<file path="config.mk">
export PLATFORM = sky130hd
export DESIGN_NAME = apm_pin_mux
export DESIGN_NICKNAME = d
export VERILOG_FILES = /design/src/inc/apm_pkg.sv /design/src/inc/apm_pdm_if.sv /design/src/rtl/apm_pdm.sv /design/src/rtl/apm_subcode.sv /design/src/rtl/apm_pin_mux.sv
export SDC_FILE = /design/constraint.sdc
export NUM_CORES = 1
export LEC_CHECK = 0
export BUFFER_PORTS_ARGS = -buffer_cell sky130_fd_sc_hd__buf_4
export CORE_MARGIN = 1.5
export CORE_UTILIZATION = 50
export DETAILED_ROUTE_END_ITERATION = 10
export GPL_ROUTABILITY_DRIVEN = 0
export HOLD_SLACK_MARGIN = 0.15
export PLACE_DENSITY_LB_ADDON = 0.08
export SKIP_LAST_GASP = 1
export SLEW_MARGIN = 20
export SYNTH_ARGS = -nofsm -noshare
export SYNTH_HDL_FRONTEND = slang
export SYNTH_HIERARCHICAL = 1
export SYNTH_SLANG_ARGS = --single-unit
</file>
<file path="constraint.sdc">
create_clock -name clock -period 4 [get_ports clock]
set_input_delay 0.8 -clock clock [delete_from_list [all_inputs] [get_ports clock]]
set_output_delay 0.8 -clock clock [all_outputs]
set_load 0.02 [all_outputs]
</file>
<file path="src/inc/apm_pkg.sv">
// Package of shared constants and types for the audio/card pin multiplexer.
`default_nettype none
package apm_pkg;

   // Number of general-purpose-shared output pins handled by the mux.
   localparam int NPIN = 18;

   // Index of each shared pin inside the pin vectors.
   localparam int PIN_CONSUMER_AUDIO_OUT = 0;
   localparam int PIN_PRO_AUDIO_OUT      = 1;
   localparam int PIN_TIMER_REF          = 2;
   localparam int PIN_SUBCODE_SYNC_OUT   = 3;
   localparam int PIN_SUBCODE_DATA_OUT   = 4;
   localparam int PIN_QS_DATA_OUT        = 5;
   localparam int PIN_QS_SELECT_0        = 6;
   localparam int PIN_XTAL_TRIM_OUT      = 10;
   localparam int PIN_DAC_CLOCK_OUT_1    = 11;
   localparam int PIN_DAC_CLOCK_OUT_2    = 12;
   localparam int PIN_CARD_CLOCK_OUT     = 13;
   localparam int PIN_CARD_CMD           = 14;
   localparam int PIN_CARD_DATA0         = 15;
   localparam int PIN_CARD_DATA1         = 16;
   localparam int PIN_CARD_DATA3         = 17;

   // Function select during reset: only the two audio outputs are peripheral.
   localparam logic [NPIN-1:0] FUNC_RESET = 18'h00003;

   // Field positions of the clock control bits.
   localparam int CCR_RESET_PIN_SEL = 0;
   localparam int CCR_SERIAL_SEL    = 1;

   // Test-mode codes that pick the debug or the boundary-scan pin functions.
   localparam logic [3:0] TM_DEBUG = 4'h1;
   localparam logic [3:0] TM_SCAN  = 4'h0;

   // Widths of the density modulators and of one subcode word.
   localparam int PDM_W = 8;
   localparam int SUB_W = 8;

   // Subcode serialiser states, Gray coded.
   typedef enum logic [1:0] {
      APM_SC_IDLE  = 2'h0,
      APM_SC_SHIFT = 2'h1
   } apm_sc_state_t;

endpackage : apm_pkg
`default_nettype wire

</file>
<file path="src/inc/apm_pdm_if.sv">
// Interface carrying a level into a pulse-density modulator and its bit back.
`default_nettype none
interface apm_pdm_if #(parameter int W = 8) ();
   logic [W-1:0] level;
   logic         bit_out;
   modport gen (input level, output bit_out);
   modport src (output level, input bit_out);
endinterface : apm_pdm_if
`default_nettype wire

</file>
<file path="src/rtl/apm_pdm.sv">
// First-order pulse-density modulator.
`default_nettype none
module apm_pdm
   import apm_pkg::*;
#(
   parameter int W = PDM_W
) (
   input  wire logic clock,
   input  wire logic reset,
   apm_pdm_if.gen    pdm
);

   logic [W-1:0] acc;
   logic [W:0]   sum;

   // The carry of the running sum is the output density.
   assign sum = {1'b0, acc} + {1'b0, pdm.level};

   // Accumulator and registered output bit.
   always_ff @(posedge clock) begin
      if (reset) begin
         acc         <= '0;
         pdm.bit_out <= 1'b0;
      end else begin
         acc         <= sum[W-1:0];
         pdm.bit_out <= sum[W];
      end
   end

endmodule : apm_pdm
`default_nettype wire

</file>
<file path="src/rtl/apm_subcode.sv">
// Subcode word serialiser clocked by the encoder's subcode clock ticks.
`default_nettype none
module apm_subcode
   import apm_pkg::*;
#(
   parameter int W = SUB_W
) (
   input  wire logic         clock,
   input  wire logic         reset,
   input  wire logic         enable,
   input  wire logic         tick,
   input  wire logic [W-1:0] word,
   input  wire logic         sync_req,
   output logic              take,
   output logic              sync_out,
   output logic              data_out
);

   localparam int CW = $clog2(W);

   apm_sc_state_t state;
   logic [W-1:0]  shreg;
   logic [CW-1:0] cnt;
   logic          last;

   // A new word is taken on the tick after the previous word's last bit.
   assign take = enable && tick && (state == APM_SC_IDLE);
   assign last = (cnt == CW'(1));

   always_ff @(posedge clock) begin
      if (reset || !enable) begin
         state    <= APM_SC_IDLE;
         shreg    <= '0;
         cnt      <= '0;
         sync_out <= 1'b0;
         data_out <= 1'b0;
      end else if (take) begin
         state    <= APM_SC_SHIFT;
         shreg    <= word;
         cnt      <= CW'(W - 1);
         sync_out <= sync_req;
         data_out <= word[W-1];
      end else if (tick) begin
         shreg    <= {shreg[W-2:0], 1'b0};
         cnt      <= cnt - 1'b1;
         sync_out <= 1'b0;
         data_out <= shreg[W-2];
         if (last) begin
            state <= APM_SC_IDLE;
         end
      end
   end
endmodule : apm_subcode
`default_nettype wire

</file>
<file path="src/rtl/apm_pin_mux.sv">
// Pin-function multiplexer for audio, subcode, converter, card and serial pins.
//
// How it works
// - Audio input pins feed general input and receiver paths together.
// - All four audio input levels always readable as general inputs.
// - A select input routes one audio input pin to the receiver.
// - Function select picks gpio or audio out; reset forces audio out.
// - First output carries consumer audio, second carries professional audio.
// - Subcode leaves serially on sync and data lines, clocked by encoder.
// - Sync output goes high when a subcode sync is inserted.
// - Converter reference leaves as density stream; four comparator inputs read.
// - Timer/reference pin: gpio or peripheral; config bit picks timer or reference.
// - Card pins serve one four-bit card or two strobe cards.
// - One card clock pin serves all card ports.
// - Shared reset pin is reset output or card data2/strobe2 by select.
// - Shared serial pins are two-wire or queued-serial by select.
// - Four queued-serial chip selects, each shared with general pins.
// - Crystal trim leaves as density stream of phase difference.
// - Converter clock pins carry the crystal clock directly.
// - Test code 0001 selects debug, 0000 boundary-scan pin functions.
`default_nettype none
module apm_pin_mux
   import apm_pkg::*;
(
   input  wire logic            clock,
   input  wire logic            reset,
   input  wire logic            audio_in_pin_1,
   input  wire logic            audio_in_pin_2,
   input  wire logic            audio_in_pin_3,
   input  wire logic            audio_in_pin_4,
   input  wire logic            rxd2_pin,
   input  wire logic            cts2_pin,
   input  wire logic            subcode_clk_in,
   input  wire logic [3:0]      test_mode_pin,
   input  wire logic            xtal_clk,
   input  wire logic [NPIN-1:0] gp_pin_i,
   output logic [NPIN-1:0]      gp_pin_o,
   output logic [NPIN-1:0]      gp_pin_oe,
   input  wire logic            card_data2_strobe2_i,
   output logic                 card_data2_strobe2_o,
   output logic                 card_data2_strobe2_oe,
   input  wire logic            shared_serial_clock_i,
   output logic                 shared_serial_clock_o,
   output logic                 shared_serial_clock_oe,
   input  wire logic            shared_serial_data_in_i,
   output logic                 shared_serial_data_in_o,
   output logic                 shared_serial_data_in_oe,
   input  wire logic [NPIN-1:0] pin_function_select_hi,
   input  wire logic [NPIN-1:0] gpio_out_data,
   input  wire logic [NPIN-1:0] gpio_dir,
   output logic [NPIN-1:0]      gpio_in_data,
   output logic [3:0]           audio_gpi,
   input  wire logic [1:0]      audio_rx_sel,
   output logic                 iec_rx_in,
   input  wire logic            consumer_audio_data,
   input  wire logic            pro_audio_data,
   input  wire logic [SUB_W-1:0] subcode_word,
   input  wire logic            subcode_sync_req,
   output logic                 subcode_word_take,
   output logic [3:0]           comparator_result,
   input  wire logic [PDM_W-1:0] conv_ref_level,
   input  wire logic            converter_config_reg,
   input  wire logic            timer1_out,
   input  wire logic            card_mode_strobe,
   input  wire logic            card_clock,
   input  wire logic [3:0]      card_do,
   input  wire logic [3:0]      card_doe,
   input  wire logic            card_cmd_o,
   input  wire logic            card_cmd_oe,
   input  wire logic            card_strobe1,
   input  wire logic            card_strobe2,
   output logic [3:0]           card_di,
   output logic                 card_cmd_i,
   input  wire logic            reset_out,
   input  wire logic [1:0]      clock_control_reg,
   input  wire logic            i2c_scl_low,
   input  wire logic            i2c_sda_low,
   output logic                 i2c_scl_in,
   output logic                 i2c_sda_in,
   input  wire logic            qspi_clk,
   output logic                 qspi_din,
   input  wire logic            qspi_dout,
   input  wire logic [3:0]      qspi_cs,
   input  wire logic [PDM_W-1:0] xtal_phase_level,
   output logic                 debug_func_sel,
   output logic                 scan_func_sel
);

   ////////////////////////////////////////////////////////////////////////////
   // Input synchronisers.

   localparam int NS = 14;

   logic [NS-1:0]   raw_in;
   logic [NS-1:0]   s1;
   logic [NS-1:0]   s2;
   logic [NPIN-1:0] gp_s1;
   logic            rck_s3;
   logic            rck_tick;
   wire  [3:0]      aud_s2  = s2[3:0];
   wire  [3:0]      tm_s2   = s2[13:10];
   wire             rck_s2  = s2[6];

   assign raw_in = {test_mode_pin, card_data2_strobe2_i, shared_serial_data_in_i,
                    shared_serial_clock_i, subcode_clk_in, cts2_pin, rxd2_pin,
                    audio_in_pin_4, audio_in_pin_3, audio_in_pin_2, audio_in_pin_1};

   // Two flops on every pin input but the crystal clock; the subcode clock gets a third flop for its edge detect.
   always_ff @(posedge clock) begin
      s1           <= raw_in;
      s2           <= s1;
      gp_s1        <= gp_pin_i;
      gpio_in_data <= gp_s1;
      rck_s3       <= rck_s2;
   end

   // Rising edge of the synchronised subcode clock.
   assign rck_tick = rck_s2 && !rck_s3;

   ////////////////////////////////////////////////////////////////////////////
   // Audio inputs, comparators and receiver routing.

   always_ff @(posedge clock) begin
      audio_gpi         <= aud_s2;
      comparator_result <= {s2[5], s2[4], aud_s2[3], aud_s2[2]};
      iec_rx_in         <= aud_s2[audio_rx_sel];
   end

   ////////////////////////////////////////////////////////////////////////////
   // Control capture.

   logic [NPIN-1:0] func_sel;
   logic            card_mode_q;
   logic [1:0]      ccr_q;

   assign func_sel = reset ? FUNC_RESET : pin_function_select_hi;

   // Card mode and clock control switch all their pins in the same cycle.
   always_ff @(posedge clock) begin
      if (reset) begin
         card_mode_q <= 1'b0;
         ccr_q       <= 2'h0;
      end else begin
         card_mode_q <= card_mode_strobe;
         ccr_q       <= clock_control_reg;
      end
   end

   ////////////////////////////////////////////////////////////////////////////
   // Density modulators and subcode serialiser.

   apm_pdm_if #(.W(PDM_W)) ref_if ();
   apm_pdm_if #(.W(PDM_W)) trim_if ();
   logic sub_sync;
   logic sub_data;

   assign ref_if.level  = conv_ref_level;
   assign trim_if.level = xtal_phase_level;

   apm_pdm #(.W(PDM_W)) u_ref_pdm (
      .clock (clock),
      .reset (reset),
      .pdm   (ref_if.gen)
   );

   apm_pdm #(.W(PDM_W)) u_trim_pdm (
      .clock (clock),
      .reset (reset),
      .pdm   (trim_if.gen)
   );

   apm_subcode #(.W(SUB_W)) u_subcode (
      .clock    (clock),
      .reset    (reset),
      .enable   (func_sel[PIN_SUBCODE_SYNC_OUT]),
      .tick     (rck_tick),
      .word     (subcode_word),
      .sync_req (subcode_sync_req),
      .take     (subcode_word_take),
      .sync_out (sub_sync),
      .data_out (sub_data)
   );

   ////////////////////////////////////////////////////////////////////////////
   // Peripheral side of each shared pin.

   wire d1_o  = card_mode_q ? card_strobe1 : card_do[1];
   wire d1_oe = card_mode_q ? 1'b1 : card_doe[1];
   wire d3_oe = card_mode_q ? 1'b0 : card_doe[3];
   wire tref  = converter_config_reg ? ref_if.bit_out : timer1_out;

   logic [NPIN-1:0] periph_o;
   logic [NPIN-1:0] periph_oe;

   assign periph_o  = {card_do[3], d1_o, card_do[0], card_cmd_o, card_clock,
                       xtal_clk, xtal_clk, trim_if.bit_out, qspi_cs, qspi_dout,
                       sub_data, sub_sync, tref, pro_audio_data, consumer_audio_data};
   assign periph_oe = {d3_oe, d1_oe, card_doe[0], card_cmd_oe, 14'h3FFF};

   ////////////////////////////////////////////////////////////////////////////
   // Per-pin function select.

   for (genvar i = 0; i < NPIN; i++) begin : g_pin
      if (i == PIN_DAC_CLOCK_OUT_1 || i == PIN_DAC_CLOCK_OUT_2) begin : g_clk
         // Crystal clock passes unretimed; a flop here would resample its edges onto the system clock.
         assign gp_pin_o[i]  = func_sel[i] ? xtal_clk : gpio_out_data[i];
         assign gp_pin_oe[i] = func_sel[i] | gpio_dir[i];
      end else begin : g_reg
         always_ff @(posedge clock) begin
            gp_pin_o[i]  <= func_sel[i] ? periph_o[i] : gpio_out_data[i];
            gp_pin_oe[i] <= func_sel[i] ? periph_oe[i] : gpio_dir[i];
         end
      end
   end

   ////////////////////////////////////////////////////////////////////////////
   // Shared reset and serial pins, card and serial inputs.

   always_ff @(posedge clock) begin
      if (!ccr_q[CCR_RESET_PIN_SEL]) begin
         card_data2_strobe2_o  <= reset_out;
         card_data2_strobe2_oe <= 1'b1;
      end else begin
         card_data2_strobe2_o  <= card_mode_q ? card_strobe2 : card_do[2];
         card_data2_strobe2_oe <= card_mode_q | card_doe[2];
      end
      if (ccr_q[CCR_SERIAL_SEL]) begin
         shared_serial_clock_o    <= qspi_clk;
         shared_serial_clock_oe   <= 1'b1;
         shared_serial_data_in_oe <= 1'b0;
      end else begin
         shared_serial_clock_o    <= 1'b0;
         shared_serial_clock_oe   <= i2c_scl_low;
         shared_serial_data_in_oe <= i2c_sda_low;
      end
      shared_serial_data_in_o <= 1'b0;
   end

   // Synchronised returns towards the card, two-wire and serial blocks.
   always_ff @(posedge clock) begin
      card_di    <= {gpio_in_data[PIN_CARD_DATA3], s2[9],
                     gpio_in_data[PIN_CARD_DATA1], gpio_in_data[PIN_CARD_DATA0]};
      card_cmd_i <= gpio_in_data[PIN_CARD_CMD];
      i2c_scl_in <= s2[7];
      i2c_sda_in <= s2[8];
      qspi_din   <= s2[8];
   end

   ////////////////////////////////////////////////////////////////////////////
   // Test-mode decode.

   always_ff @(posedge clock) begin
      if (reset) begin
         debug_func_sel <= 1'b0;
         scan_func_sel  <= 1'b0;
      end else begin
         debug_func_sel <= (tm_s2 == TM_DEBUG);
         scan_func_sel  <= (tm_s2 == TM_SCAN);
      end
   end
endmodule : apm_pin_mux
`default_nettype wire

</file>
==> results of run 1 <==
[cell usage in the layout (no fill, tap or decap), types with 3 or more instances in the layout]
master	netlist	routed
buf_4	7	224
clkbuf_16	0	16
a21oi_1	3	3
ha_1	18	18
o21ai_0	11	11
mux2_2	23	23
a211oi_2	4	4
nand2b_4	4	4
a211oi_1	6	6
dfxtp_1	152	152
a31oi_1	3	3
and2b_1	4	4
a311oi_2	7	7
inv_8	0	4
or2_2	12	12
nor2b_1	21	20
nor2_1	37	37
inv_6	0	5
nand2_1	15	15
nand2b_1	7	7
and2_1	3	3
inv_1	6	6
[final timing paths]
| path | startpoint | end | cells after the start |
|---|---|---|---|
| max | reset | subcode_word_take | 5 |
| min reg2reg | s2[4] | comparator_result[2] | 0 |
| max reg2reg | u_ref_pdm/acc[0] | u_ref_pdm/pdm.bit_out | 6 |
| min | s2[4] | comparator_result[2] | 0 |
[registers in the layout, indices dropped and copies added (netlist names), 2 cells and up]
signal             count
audio_gpi              2
u_ref_pdm/acc          8
gp_pin_o              16
gp_pin_oe             16
gp_s1                 18
ccr_q                  2
s1                    14
u_subcode/shreg        7
card_di                4
s2                    14
gpio_in_data          18
comparator_result      4
u_trim_pdm/acc         8
u_subcode/cnt          3
[per-stage QoR]
step | power [uW] | setup slack (ns)
final | 3910 | 1.09
after detailed placement | 2390 | 1.08
after global placement | 2360 | 1.12
after CTS | 3940 | 1.07
after global routing | 4080 | 0.980
after floorplan | 2130 | 1.63
[cell type report]
cell class	instances	area (um^2)
sequential	152	3040
fill	648	2140
multi-input combinational	224	1750
timing repair buffer	224	1680
clock buffer	18	418
tap	129	161
clock inverter	14	159
inverter	6	22.5
[cells by family after synthesis]
family	synth area share
AOI/OAI and AO/OA	0.102
xor gates and xnor gates	0.00358
adders and majority gates	0.0542
buffers and inverters	0.0220
DFF	0.622
muxes	0.0677
other	0.000766
and+or+nand+nor	0.129
[report_power, final]
part / internal, uW / switching (uW) / total [uW] / leakage [uW]
Combinational: 354 / 331 / 685 / 0.00180
Sequential: 1640 / 44.4 / 1690 / 0.00127
Clock: 859 / 679 / 1540 / 0.000278
Total: 2850 / 1060 / 3910 / 0.00335
[per-layer routing]
layer / track usage / up-vias / share of wire
met3: 0.0684 / 14 / 0.069
li1: - / 1820 / -
met2: 0.441 / 149 / 0.55
met4: 0.0769 / 0 / 0.016
met1: 0.235 / 1698 / 0.36
met5: 0 / - / 0
==> flow_summary.toml, run 1 <==
[status]
outcome = "completed"

[yosys]
ys_async_sr_fraction = 0
ys_warn_count = 6
syn_area_um2 = 4900
yosysMostFrequentCell = "dfxtp_1"
syn_avg_cell_area_um2 = 12.4
synth_edf_count = 0
synth_cell_type_count = 49
ys_ff_latch = 152
synth_commonest_cells = "dfxtp_1 (152), nor2_1 (37), mux2_2 (23), nor2b_1 (21), ha_1 (18)"
syn-instance-count = 396
synth_largest_area_cell = "dfxtp_1"
yosysSeqAreaShare = 0.622
synthFlopType = "dfxtp_1"
syn_nets = 561
synthTopCellsByArea = "dfxtp_1 (62%), mux2_2 (5.3%), ha_1 (4.6%), nor2_1 (2.8%), nor2b_1 (2.7%)"
netlist.area_leader.share = 0.622

[drt]
remaining_drc_errors = 0
dr.pass1.iters = 4
first_iter_violations = 37
routed_wl_um = 12000
ant_nets = 0
vias = 3681
drt-wirelength-per-cell_um = 15.7
via_per_inst = 4.80

[critical_path]
crit_slowest_cell = "nor2b_2"
crit_buf_inv = 2
crit_chain = "buf_4 > and2b_1 > nor2b_2 > and2_1 > buf_4"
cp_max_fo = 45
cp.arrival_ns = 2.11
crit_top_cell = "buf_4"
cp-end-kind = "output port"
cp_data_required_time_ns = 3.20
path_class = "in -> out"
critical_path.max_stage_delay_ns = 0.41
cp-start-kind = "primary input"
path_delay_family = "simple AND/OR/NAND/NOR gates"
rrSetupSlack_ns = 2.13

[sta]
tns_ns = 0
finalWorstPathRequiredPeriod_ns = 2.91
rsz0062_at_grt = "false"
slew_viol_final = 0
finalSetupViolations = 0
tightestPinTransition_ns = 0.639
holdWs_ns = 0.326
period_share = 0.728
maxSlewHeadroom = 0.574
fmax_ghz = 0.343
finalHoldViolCount = 0
clock_skew_ns = 0.00576

[final_layout]
n_antenna_cell = 0
post-route-util = 0.772
drive_above_1_share = 0.497
fin_nets = 790
syn_to_final_growth_pct = 47.7
design_area_um2 = 7230
fin_cells = 767

[clock_tree]
path_clk_slew_ns = 0.07
cts_sinks = 152
cts_setup_buffers = 0
clock_latency_ns = 0.50
clockRootBuffer = "clkbuf_8"
htree_levels = 4
hold_buffers = 0
numCtsBuffers = 17
clockBufferDepth = 2
post_cts_resize_count = 0
cts_tree = "done"

[grt]
antenna_found_initial = 0
grt_max_degree = 46
grt_pass1_vias = 3674
grt_usage = 0.229
grt-ovfl-total = 0
grt_pass1_wl_um = 17800

[power]
p_leak_uw = 0.00335
peakVddDrop_mv = 0.425
power_density_nw_per_um2 = 540

[flow_run]
drv_cap = 0

[hold_path]
hold_path_class = "reg -> reg"

[die]
start_util = 0.522
die_h_um = 102
dieArea_um2 = 10400
io_pins = 225
fp-row-count = 35
die_x_um = 102
core_um2 = 9370

[placed_design]
dp.cells = 735
placed_area_um2 = 6660
io_buffers = 223
place_hpwl_um = 9020
(Power assumes the default switching activity.)
==> inputs of run 2 (changes only) <==
--- a/config.mk
+++ b/config.mk
@@ -7,7 +7,7 @@
 export LEC_CHECK = 0
 export BUFFER_PORTS_ARGS = -buffer_cell sky130_fd_sc_hd__buf_4
 export CORE_MARGIN = 1.5
-export CORE_UTILIZATION = 50
+export CORE_UTILIZATION = 42
 export DETAILED_ROUTE_END_ITERATION = 10
 export GPL_ROUTABILITY_DRIVEN = 0
 export HOLD_SLACK_MARGIN = 0.15
==> constraint.sdc (replaced) <==
create_clock -name clock -period 2.55 [get_ports clock]
set_input_delay 0.51 -clock clock [delete_from_list [all_inputs] [get_ports clock]]
set_output_delay 0.51 -clock clock [all_outputs]
set_load 0.02 [all_outputs]
==> run 2 against run 1 <==
Against the previous run: register-to-register slack lost 1.5 ns; combinational power is 53% higher; count of clock-buffer cells in the layout unchanged; first-iteration DRC count rose by 120%; highest routed layer unchanged.
==> flow_summary.toml, run 2 (synthesized netlist as in run 1, its figures left out) <==
[grt]
grt-ovfl-total = 0
antenna_found_initial = 0
grt_usage = 0.193
grt_pass1_wl_um = 18200
grt_pass1_vias = 3672
grt_max_degree = 28

[critical_path]
cp.arrival_ns = 1.49
regToRegEndpoint = "u_trim_pdm/pdm.bit_out"
crit_chain = "buf_4 > and2b_1 > nor2b_2 > and2_1 > buf_4"
cp-end-kind = "output port"
cp_data_required_time_ns = 2.04
ff2ff_path_depth = 6
critical_path.max_stage_delay_ns = 0.26
crit_slowest_cell = "and2b_1"
cp-start-kind = "primary input"
path_delay_family = "simple AND/OR/NAND/NOR gates"
r2r-start = "u_trim_pdm/acc[0]"
crit_buf_inv = 2
rrSetupSlack_ns = 0.65
path_class = "in -> out"
cp_max_fo = 24
crit_top_cell = "buf_4"
startpoint = "reset"

[final_layout]
fin_nets = 793
n_antenna_cell = 0
final_common_cell = "buf_4"
reg_top3 = "gp_s1: 18 flops, gpio_in_data: 18 flops"
drive_above_1_share = 0.501
layout_common_cells = "buf_4 (227), dfxtp_1 (152), nor2_1 (37)"
post-route-util = 0.641
syn_to_final_growth_pct = 48.8

[sta]
finalSetupViolations = 0
slew_viol_final = 0
tns_ns = 0
rsz0062_at_grt = "false"
finalWorstPathRequiredPeriod_ns = 2.00
finalHoldViolCount = 0
period_share = 0.786
fin_ws_ns = 0.546
fmax_ghz = 0.499
clock_skew_ns = 0.00616

[die]
die_h_um = 111
die_x_um = 111
io_pins = 225
start_util = 0.431
fp-row-count = 39
core_um2 = 11400
dieArea_um2 = 12300

[clock_tree]
cts_tree = "done"
cts_sinks = 152
clockRootBuffer = "clkbuf_16"
numCtsBuffers = 17
hold_buffers = 0
path_clk_slew_ns = 0.06
clock_latency_ns = 0.42
htree_levels = 4
cts_setup_buffers = 0
post_cts_resize_count = 0
clockBufferDepth = 2

[drt]
via_per_inst = 4.63
remaining_drc_errors = 0
routed_wl_um = 11400
dr.pass1.iters = 4
drt-wirelength-per-cell_um = 14.5
first_iter_violations = 83
vias = 3628
ant_nets = 0

[status]
outcome = "completed"

[power]
power_density_nw_per_um2 = 844
p_leak_uw = 0.00338
peakVddDrop_mv = 0.717

[placed_design]
io_buffers = 223
pre_cts_ws_ns = 0.347
place_hpwl_um = 8840

[hold_path]
min_from = "cts2_pin"
hold_path_class = "in -> reg"
holdPathEnd = "s1[5]"
hold_depth = 1

[flow_run]
drv_cap = 0
==> run 2: area by class of cell <==
type | instances | area, um^2
Sequential cell | 152 | 3040
Clock buffer | 18 | 439
Clock inverter | 14 | 150
Timing Repair Buffer | 227 | 1700
Multi-Input combinational cell | 224 | 1750
Fill cell | 918 | 4080
Inverter | 6 | 22.5
Tap cell | 143 | 179
==> run 2: worst reg2reg max path, stage by stage (launching register included) <==
cell and delay [ns]:
dfxtp_1 0.31, ha_1 0.22, fa_1 0.47, a211oi_2 0.33, o21a_1 0.18, nor2_1 0.06
o31a_1 0.23
==> run 2: worst max path at each step <==
stage / end / slack, ns / depth (start not counted)
after CTS: subcode_word_take / 0.53 / 5
after floorplan: u_ref_pdm/pdm.bit_out / 0.59 / 6
after global placement: u_trim_pdm/pdm.bit_out / 0.38 / 7
after global routing: subcode_word_take / 0.46 / 4
after detailed placement: u_trim_pdm/pdm.bit_out / 0.35 / 7
final: subcode_word_take / 0.55 / 5
==> run 2: report_power, final <==
part	switching, uW	internal [uW]
registers	62.2	2570
clock network	1050	1410
logic	496	555
==> run 2: through the flow <==
step | cell area (um^2) | power, uW | instances | hold WS, ns
floorplan | 4900 | 3340 | 396 | 0.310
global placement | 6700 | 3710 | 752 | 0.310
detailed placement | 6700 | 3740 | 752 | 0.312
CTS | 7290 | 6210 | 784 | 0.171
global route | 7290 | 6450 | 784 | 0.164
finish | 7290 | 6150 | 784 | 0.191
==> run 2: layer usage <==
metal / share of wire / vias to the layer above / global-route usage
met3: 0.061 / 17 / 0.0629
met2: 0.52 / 125 / 0.342
li1: - / 1822 / -
met5: 0 / - / 0
met1: 0.40 / 1664 / 0.212
met4: 0.014 / 0 / 0.0761
